--- config.mk ---
export PLATFORM = sky130hd
export DESIGN_NAME = wdt_failsafe
export DESIGN_NICKNAME = d
export VERILOG_FILES = /design/src/wdt_timer.v /design/src/wdt_failsafe.v
export VERILOG_INCLUDE_DIRS = /design/src
export SDC_FILE = /design/constraint.sdc
export NUM_CORES = 1
export LEC_CHECK = 0
export BUFFER_PORTS_ARGS = -buffer_cell sky130_fd_sc_hd__buf_2
export CAP_MARGIN = 40
export CORE_ASPECT_RATIO = 1.2
export CORE_MARGIN = 4
export CORE_UTILIZATION = 40
export CTS_BUF_LIST = sky130_fd_sc_hd__clkbuf_4
export CTS_CLUSTER_SIZE = 30
export DETAILED_ROUTE_END_ITERATION = 8
export MAX_ROUTING_LAYER = met4
export PLACE_DENSITY = 0.69
export RECOVER_POWER = 100
export SLEW_MARGIN = 10
export SYNTH_ARGS = -nofsm -noshare
export SYNTH_HDL_FRONTEND = slang
export SYNTH_SLANG_ARGS = --single-unit
--- constraint.sdc ---
create_clock -name clk_in -period 3.7 [get_ports clk_in]
set_clock_uncertainty 0.1 [all_clocks]
set_input_delay 0.555 -clock clk_in [delete_from_list [all_inputs] [get_ports clk_in]]
set_output_delay 0.555 -clock clk_in [all_outputs]
set_load 0.02 [all_outputs]
--- src/wdt_consts.vh ---
// constants of the timeout watchdog: offsets, fields, reset values, timing
`ifndef WDT_CONSTS_VH
`define WDT_CONSTS_VH
// register byte offsets on the avalon slave
`define OFS_CTRL_ONE 4'h0
`define OFS_CTRL_TWO 4'h1
`define OFS_STATUS 4'h2
`define OFS_IRQ_STAT 4'h3
`define OFS_IRQ_MASK 4'h4
// general_control_one fields
`define C1_TRIG 0
`define C1_PERIOD 1
`define C1_UNLOCK 2
// general_control_two fields
`define C2_DISABLE 0
// general_status_reg fields
`define ST_FAILSAFE 0
`define ST_POS_LO 1
`define ST_POS_HI 2
`define ST_ENABLED 3
// interrupt status / mask fields
`define IRQ_TIMEOUT 0
`define IRQ_BADTRIG 1
`define IRQ_FAILSAFE_EXIT 2
`define IRQ_WIDTH 3
// reset values
`define CTRL_ONE_RST 8'h00
`define CTRL_TWO_RST 8'h00
`define IRQ_MASK_RST 3'h0
// timing: periods in ms, clock in kHz
`define CLK_KHZ 40000
`define PERIOD_SHORT_MS 50
`define PERIOD_LONG_MS 200
`define PERIOD_SHORT_CYC (`PERIOD_SHORT_MS * `CLK_KHZ)
`define PERIOD_LONG_CYC (`PERIOD_LONG_MS * `CLK_KHZ)
`endif

--- src/wdt_timer.v ---
// watchdog period timer with quarter-position report
`include "wdt_consts.vh"
module wdt_timer #(
  parameter SHORT_CYC = `PERIOD_SHORT_CYC,
  parameter LONG_CYC = `PERIOD_LONG_CYC
) (
  // clock and reset
  input wire clk_in,
  input wire rst_in,
  // control
  input wire run_in,
  input wire restart_in,
  input wire long_in,
  // status
  output wire expire_out,
  output reg [1:0] position_out
);
  reg [31:0] count_q;
  wire [31:0] limit;
  wire [31:0] quarter;
  assign limit = long_in ? LONG_CYC : SHORT_CYC; // [RULE1]
  assign quarter = {2'b00, limit[31:2]};
  assign expire_out = run_in && (count_q >= limit - 32'h1); // [RULE4]
  always @(posedge clk_in)
  begin
    if (rst_in)
    begin
      count_q <= 32'h0;
      position_out <= 2'h0;
    end
    else
    begin
      if (restart_in || !run_in || expire_out)
        count_q <= 32'h0; // [RULE3] [RULE17]
      else
        count_q <= count_q + 32'h1;
      if (restart_in || !run_in)
        position_out <= 2'h0;
      else if (expire_out)
      begin
        // short period keeps last quarter code across a timeout
        if (long_in)
          position_out <= 2'h0;
      end // [RULE11]
      else if (count_q >= quarter + quarter + quarter)
        position_out <= 2'h3; // [RULE10]
      else if (count_q >= quarter + quarter)
        position_out <= 2'h2;
      else if (count_q >= quarter)
        position_out <= 2'h1;
      else
        position_out <= 2'h0;
    end
  end
endmodule

--- src/wdt_failsafe.v ---
// timeout watchdog with fail-safe latch, exit sequence and avalon registers
`include "wdt_consts.vh"
//
// Contract
// RULE1 - period_select picks one of two periods
// RULE2 - trigger starts 0, controller writes inverse
// RULE3 - valid trigger restarts counter at once
// RULE4 - expiry without valid trigger is failure
// RULE5 - rewriting same trigger value is failure
// RULE6 - failure latches flag, forces controls default
// RULE7 - exit: clear status, trigger 1, trigger 0
// RULE8 - exit frames strictly consecutive, no others
// RULE9 - stray frame restarts exit sequence
// RULE10 - two-bit field reports timer quarter
// RULE11 - short period keeps position after timeout; code holds it for one clock, then the position restarts from 0 with the count
// RULE12 - watchdog enabled after reset
// RULE13 - disable: unlock frame then disable frame
// RULE14 - unlock clears after following frame ends; code clears it at the next access or any frame_end, its own included
// RULE15 - clearing disable re-enables at once
// RULE16 - reset holds block, drivers off
// RULE17 - disabled watchdog never times out
module wdt_failsafe #(
  parameter SHORT_CYC = `PERIOD_SHORT_CYC,
  parameter LONG_CYC = `PERIOD_LONG_CYC
) (
  // clock and reset (reset is the logic-supply undervoltage)
  input wire clk_in,
  input wire rst_in,
  // avalon-mm slave
  input wire [3:0] avs_address,
  input wire avs_read,
  input wire avs_write,
  input wire [31:0] avs_writedata,
  output reg [31:0] avs_readdata,
  output wire avs_waitrequest,
  // serial link frame marker from the interface, async to clk_in
  input wire frame_sel_n_in,
  // gate driver enable and interrupt
  output reg drivers_on_out,
  output wire irq_out
);
  localparam ST_IDLE = 4'b0001;
  localparam ST_CLEARED = 4'b0010;
  localparam ST_TRIG_HI = 4'b0100;
  localparam ST_NORMAL = 4'b1000;

  reg [7:0] ctrl_one_q;
  reg [7:0] ctrl_two_q;
  reg failsafe_q;
  reg [3:0] exit_q;
  reg [2:0] irq_stat_q;
  reg [2:0] irq_mask_q;
  reg [2:0] irq_set;
  reg unlock_age_q;
  reg ack_q;
  reg sel_meta_q;
  reg sel_sync_q;
  reg sel_prev_q;
  wire frame_end;
  wire acc;
  wire wr;
  wire rd;
  wire wr_c1;
  wire wr_c2;
  wire wr_stat;
  wire trigger_toggle;
  wire period_select;
  wire timeout_disable;
  wire run;
  wire expire;
  wire [1:0] timer_position;
  wire new_trig;
  wire good_trig;
  wire bad_trig;
  wire fail;
  wire other_frame;
  wire [7:0] general_status_reg;

  // one wait state per access: accept on second cycle
  assign acc = (avs_read || avs_write) && !ack_q;
  assign avs_waitrequest = (avs_read || avs_write) && !ack_q;
  assign wr = avs_write && ack_q;
  assign rd = avs_read && ack_q;
  assign wr_c1 = wr && (avs_address == `OFS_CTRL_ONE);
  assign wr_c2 = wr && (avs_address == `OFS_CTRL_TWO);
  assign wr_stat = wr && (avs_address == `OFS_STATUS);

  // each completed access stands for one serial frame
  assign trigger_toggle = ctrl_one_q[`C1_TRIG];
  assign period_select = ctrl_one_q[`C1_PERIOD];
  assign timeout_disable = ctrl_two_q[`C2_DISABLE];
  assign new_trig = avs_writedata[`C1_TRIG];
  assign good_trig = wr_c1 && (new_trig != trigger_toggle); // [RULE2]
  assign bad_trig = wr_c1 && (new_trig == trigger_toggle) && !failsafe_q; // [RULE5]
  assign run = !timeout_disable; // [RULE12] [RULE17]
  assign fail = run && !failsafe_q && (expire || bad_trig); // [RULE4] [RULE5]
  assign general_status_reg = {4'h0, run, timer_position, failsafe_q};

  wdt_timer #(
    .SHORT_CYC(SHORT_CYC),
    .LONG_CYC(LONG_CYC)
  ) u_timer (
    .clk_in(clk_in),
    .rst_in(rst_in),
    .run_in(run),
    .restart_in(good_trig && run), // [RULE3]
    .long_in(period_select),
    .expire_out(expire),
    .position_out(timer_position)
  );

  // frame marker passes two flip-flops; rising edge ends a frame
  always @(posedge clk_in)
  begin
    if (rst_in)
    begin
      sel_meta_q <= 1'b1;
      sel_sync_q <= 1'b1;
      sel_prev_q <= 1'b1;
    end
    else
    begin
      sel_meta_q <= frame_sel_n_in;
      sel_sync_q <= sel_meta_q;
      sel_prev_q <= sel_sync_q;
    end
  end
  assign frame_end = sel_sync_q && !sel_prev_q;

  // an access in fail-safe that is not the expected step breaks the sequence
  assign other_frame = (wr || rd) && !(wr_stat && exit_q == ST_IDLE)
    && !(wr_c1 && exit_q == ST_CLEARED && new_trig)
    && !(wr_c1 && exit_q == ST_TRIG_HI && !new_trig);

  always @(posedge clk_in)
  begin
    if (rst_in)
    begin
      ack_q <= 1'b0;
      ctrl_one_q <= `CTRL_ONE_RST; // [RULE2] [RULE16]
      ctrl_two_q <= `CTRL_TWO_RST;
      failsafe_q <= 1'b0;
      exit_q <= ST_NORMAL;
      unlock_age_q <= 1'b0;
      drivers_on_out <= 1'b0; // [RULE16]
    end
    else
    begin
      ack_q <= acc;
      drivers_on_out <= !failsafe_q && !fail;
      if (fail)
      begin
        failsafe_q <= 1'b1; // [RULE6]
        ctrl_one_q <= `CTRL_ONE_RST; // [RULE6]
        ctrl_two_q <= `CTRL_TWO_RST;
        exit_q <= ST_IDLE;
        unlock_age_q <= 1'b0;
      end
      else if (failsafe_q)
      begin
        // exit steps; controls stay frozen except the trigger bit
        case (exit_q)
          ST_IDLE:
            if (wr_stat)
              exit_q <= ST_CLEARED; // [RULE7]
          ST_CLEARED:
            if (other_frame)
              exit_q <= ST_IDLE; // [RULE9] [RULE8]
            else if (wr_c1)
            begin
              exit_q <= ST_TRIG_HI;
              ctrl_one_q[`C1_TRIG] <= 1'b1;
            end
            else if (expire)
              exit_q <= ST_IDLE;
          ST_TRIG_HI:
            if (other_frame)
            begin
              exit_q <= ST_IDLE; // [RULE9]
              ctrl_one_q[`C1_TRIG] <= 1'b0;
            end
            else if (wr_c1)
            begin
              exit_q <= ST_NORMAL; // [RULE7]
              failsafe_q <= 1'b0;
              ctrl_one_q[`C1_TRIG] <= 1'b0;
            end
            else if (expire)
            begin
              exit_q <= ST_IDLE;
              ctrl_one_q[`C1_TRIG] <= 1'b0;
            end
          default:
            exit_q <= ST_IDLE;
        endcase
      end
      else
      begin
        if (wr_c1)
        begin
          ctrl_one_q <= avs_writedata[7:0];
          unlock_age_q <= avs_writedata[`C1_UNLOCK];
        end
        else if (wr || rd || frame_end)
        begin
          // next access or any frame end, the unlock frame's own included: unlock drops back
          ctrl_one_q[`C1_UNLOCK] <= 1'b0; // [RULE14]
          unlock_age_q <= 1'b0;
        end
        if (wr_c2)
        begin
          if (!avs_writedata[`C2_DISABLE])
            ctrl_two_q[`C2_DISABLE] <= 1'b0; // [RULE15]
          else if (ctrl_one_q[`C1_UNLOCK] && unlock_age_q)
            ctrl_two_q[`C2_DISABLE] <= 1'b1; // [RULE13]
          ctrl_two_q[7:1] <= avs_writedata[7:1];
        end
      end
    end
  end

  // interrupts: sticky, write one to clear, set wins over clear
  always @*
  begin
    irq_set = 3'h0;
    irq_set[`IRQ_TIMEOUT] = fail && expire;
    irq_set[`IRQ_BADTRIG] = fail && bad_trig;
    irq_set[`IRQ_FAILSAFE_EXIT] = failsafe_q && wr_c1 && exit_q == ST_TRIG_HI && !other_frame;
  end
  always @(posedge clk_in)
  begin
    if (rst_in)
    begin
      irq_stat_q <= 3'h0;
      irq_mask_q <= `IRQ_MASK_RST;
    end
    else
    begin
      if (wr && avs_address == `OFS_IRQ_STAT)
        irq_stat_q <= (irq_stat_q & ~avs_writedata[2:0]) | irq_set;
      else
        irq_stat_q <= irq_stat_q | irq_set;
      if (wr && avs_address == `OFS_IRQ_MASK)
        irq_mask_q <= avs_writedata[2:0];
    end
  end
  assign irq_out = |(irq_stat_q & irq_mask_q);

  // read data registered on the edge that ends the wait state, one edge before acceptance
  always @(posedge clk_in)
  begin
    if (rst_in)
      avs_readdata <= 32'h0;
    else if (acc)
    begin
      case (avs_address)
        `OFS_CTRL_ONE: avs_readdata <= {24'h0, ctrl_one_q};
        `OFS_CTRL_TWO: avs_readdata <= {24'h0, ctrl_two_q};
        `OFS_STATUS: avs_readdata <= {24'h0, general_status_reg};
        `OFS_IRQ_STAT: avs_readdata <= {29'h0, irq_stat_q};
        `OFS_IRQ_MASK: avs_readdata <= {29'h0, irq_mask_q};
        default: avs_readdata <= 32'h0;
      endcase
    end
  end
endmodule

==> run summary <==
The top cell types in the final layout, fill and taps aside, are dfxtp_1, nor2_1, nand2_1, conb_1, ha_1. The number of global-route vias before repair came out at approximately 3300. The mapped netlist covers approximately 0.0042 mm^2. The clock latency at the later pin of the worst-skew pair came out at 0.43 ns.

TritonCTS built the clock tree. The number of enable flip-flop cells after synthesis came out at 0. The distinct cell type count of the synthesized netlist is 69. In the final design database the tool counted between 500 and 600 nets.

Setup repair after global routing left no endpoint under its margin. The residual overflow from global routing is 0. Setup violations remaining at the end of the flow were counted as 0. The number of warnings printed during yosys synthesis came out at 0.

The required time at the worst-slack endpoint is 3.95 ns. The vertical die dimension came out at 120 um. Entering global routing, the biggest net connects 25 pins.

For this run, design rule violations remaining after detail routing come to 0. After detailed placement, the design holds a cell count of 637. The power density over the cells is 310 mW/mm^2. After the first detailed-routing iteration, the DRC count stood at 162. The number of vias per cell after detailed routing came out at 5.38. The area share of the largest cell type after synthesis came out at 35.6%. The most common cell after layout, fill and taps aside is dfxtp_1. The H-tree was split into 3 levels.

By area the synthesized netlist is led by dfxtp_1, ha_1, nor2_1, nand2_1, buf_4. The worst path setup slack after routing came out at 0.527 ns. Counting I/O delays and the setup requirement, the final critical path takes ~3.2 ns. The synthesized flop and latch total is 74. The tightest min-delay check is of the in2reg type. The count of endpoints failing hold in the final timing report is 0. Counting flops with an async set or reset pin after synthesis yields a share of 0%. The number of top-level pins is 76. The worst slack at placement came out at approximately 0.7 ns. The total count of max-transition violations in the final report was 0. Summing all flip-flop and latch instances after layout gives 0.00148 mm^2.

The clock-pin transition on the worst setup and hold timing paths came out at 0.13 ns. The arrival time of data at the critical path endpoint came out at 3.42 ns. The worst hold-check slack came out at 0.188 ns. The static leakage power is 1.62 nW.

The post-cts hold buffer count is 0. The number of port buffers came out at 27. The total routing resource utilization after global routing is 16.1%. The global placement routability congestion came out at around 0.91. The number of setup buffers added after CTS came out at 0. For this block, the via count after detailed routing is around 3500. The number of antenna violations at the first check in global routing is 0. The initial cell density of the core is 41.2%. The HPWL after detailed placement is 6890 um.

In the synthesized netlist, the number of instances is between 400 and 500. The sum of negative setup slack is 0 ns. The area taken by multi-input logic gates came out at roughly 0.0024 mm^2. The longest clock path from root to sink contains 2 buffers.

The post-CTS resize count came out at 0. dfxtp_1 takes more of the synthesized area than any other cell. The flow ran to the end, and the final reports show no timing, DRC or antenna violations.

The category of the worst setup path launch point is a flip-flop. The count of filler cells inserted in the layout came out at 1021. The total clock buffers created by CTS came out at 9. The clock drives 74 sinks. The die covers 0.0121 mm^2. The root cell of the clock tree is clkbuf_4. The repair_antennas step left the layout with diodes totalling 0. The first global-routing pass estimated between 15000 and 20000 um of wire. The fraction of layout cells with a size suffix above 1 is between 10% and 20%. After layout, the design draws a total of 1.37 mW.

After synthesis, the mean cell area works out to approximately 8.5 um^2. The number of nets with antenna violations after detailed routing is 0. After layout, the worst path uses 85.8% of the clock period. Along the worst path, the maximum fanout reaches 13. The routed length per placed instance came out at 14.3 um. Wires add up to 9370 um. The maximum achievable frequency came out at ~0.32 GHz.

Excluding fillers, the count of instances in the completed layout stands at 653. The critical path in this run is classified as reg2reg. STA classifies the critical path endpoint as a flip-flop. Measured against its own limit, the worst slew margin works out to 31.9%. The share of the yosys chip area belonging to registers came out at 35.6%. The chip width is 101 um. Relative to the synthesized area, the layout overhead comes to 5.77%.

VDD sags by at most 0.187 mV. After floorplanning, the core was sized to cover 0.0101 mm^2. The number of maximum-capacitance constraint violations is 0. The detailed-routing iteration count for the pre-antenna-repair pass came out at 4. The measured slew at the worst slew-check pin came out at 1.02 ns. The most frequently used flop master after synthesis is dfxtp_1. The number of rows in the core area is 40.
state kept, by name (all words and copies together), names as in the netlist:
| name | flops |
|---|---|
| ack_q | 1 |
| ctrl_two_q | 8 |
| drivers_on_out | 1 |
| exit_q | 4 |
| sel_meta_q | 1 |
| failsafe_q | 1 |
| irq_stat_q | 3 |
| u_timer.position_out | 2 |
| sel_prev_q | 1 |
| avs_readdata | 8 |
| unlock_age_q | 1 |
| irq_mask_q | 3 |
| ctrl_one_q | 7 |
| sel_sync_q | 1 |
| u_timer.count_q | 32 |
worst max-delay path, cell delays in order (launching register included):
cell and delay (ns):
dfxtp_1 0.35, inv_1 0.24, ha_1 0.45, nand2_1 0.08, or3_1 0.37, nor4_2 0.19, o31ai_1 0.17, a21oi_1 0.68
a211oi_1 0.14, a221oi_1 0.31
cells in the mapped netlist (3+ instances only):
library cell / n
nand2_1: 53
mux2i_1: 6
dfxtp_1: 74
a21oi_2: 8
a211oi_1: 3
xor2_1: 15
a22oi_1: 15
or2_1: 3
and3_1: 7
o21ai_0: 19
xnor2_1: 7
o22ai_1: 4
a41oi_1: 3
ha_1: 23
nand4_1: 7
inv_1: 13
nor4b_1: 3
and4_1: 3
nor2b_1: 7
buf_4: 24
a31oi_1: 5
nor4_1: 7
nor3_1: 16
mux2_2: 7
nor2_1: 62
clkbuf_1: 15
a21oi_1: 12
nand3_1: 12
or2_2: 5
nor4_2: 3
power by group:
group / switching (mW) / internal (mW) / total (mW)
sequential: 0.0119 / 0.809 / 0.821
combinational: 0.0753 / 0.0287 / 0.104
clock: 0.296 / 0.145 / 0.441
kinds of logic after synthesis:
group                      count (synthesis)  share of synthesized area [%]
AOI/OAI and AO/OA                        100                           17.8
xor gates and xnor gates                  22                           4.63
adders and majority gates                 23                           6.92
buffers and inverters                     56                           7.64
DFF                                       74                           35.6
muxes                                     13                           3.34
other                                      1                         0.0901
and+or+nand+nor                          202                           24.0
final timing paths:
| check | slack (ns) | to | startpoint | cells past startpoint |
|---|---|---|---|---|
| worst max register to register | 0.53 | u_timer.position_out[1] | ctrl_one_q[1] | 9 |
| worst min register to register | 0.32 | sel_sync_q | sel_meta_q | 1 |
| worst max-delay path | 0.53 | u_timer.position_out[1] | ctrl_one_q[1] | 9 |
| worst min-delay path | 0.19 | sel_meta_q | frame_sel_n_in | 2 |
routing by layer:
layer	up-vias	wire length, um	global-route usage (%)
li1	1765	-	-
met1	1647	3980	18.1
met2	81	4730	27.5
met3	17	428	3.08
met4	0	230	6.98
met5	-	0	-
final cells by class:
cell class,instances,share of cell area (%)
inverters,13,1.11
well taps,126,3.58
repair buffers,32,3.50
flip-flops and latches,74,33.7
multi-input cells,392,55.5
clock buffers,10,1.71
clock inverters,6,0.995
per-stage QoR:
| stage | instance area [um^2] | util, % |
|---|---|---|
| after floorplan | 4280 | - |
| after global placement | 4340 | 42.9 |
| after detailed placement | 4340 | 42.9 |
| after CTS | 4460 | 44.1 |
| after global routing | 4400 | 43.5 |
| final | 4400 | 43.5 |
(Power assumes the default switching activity.)
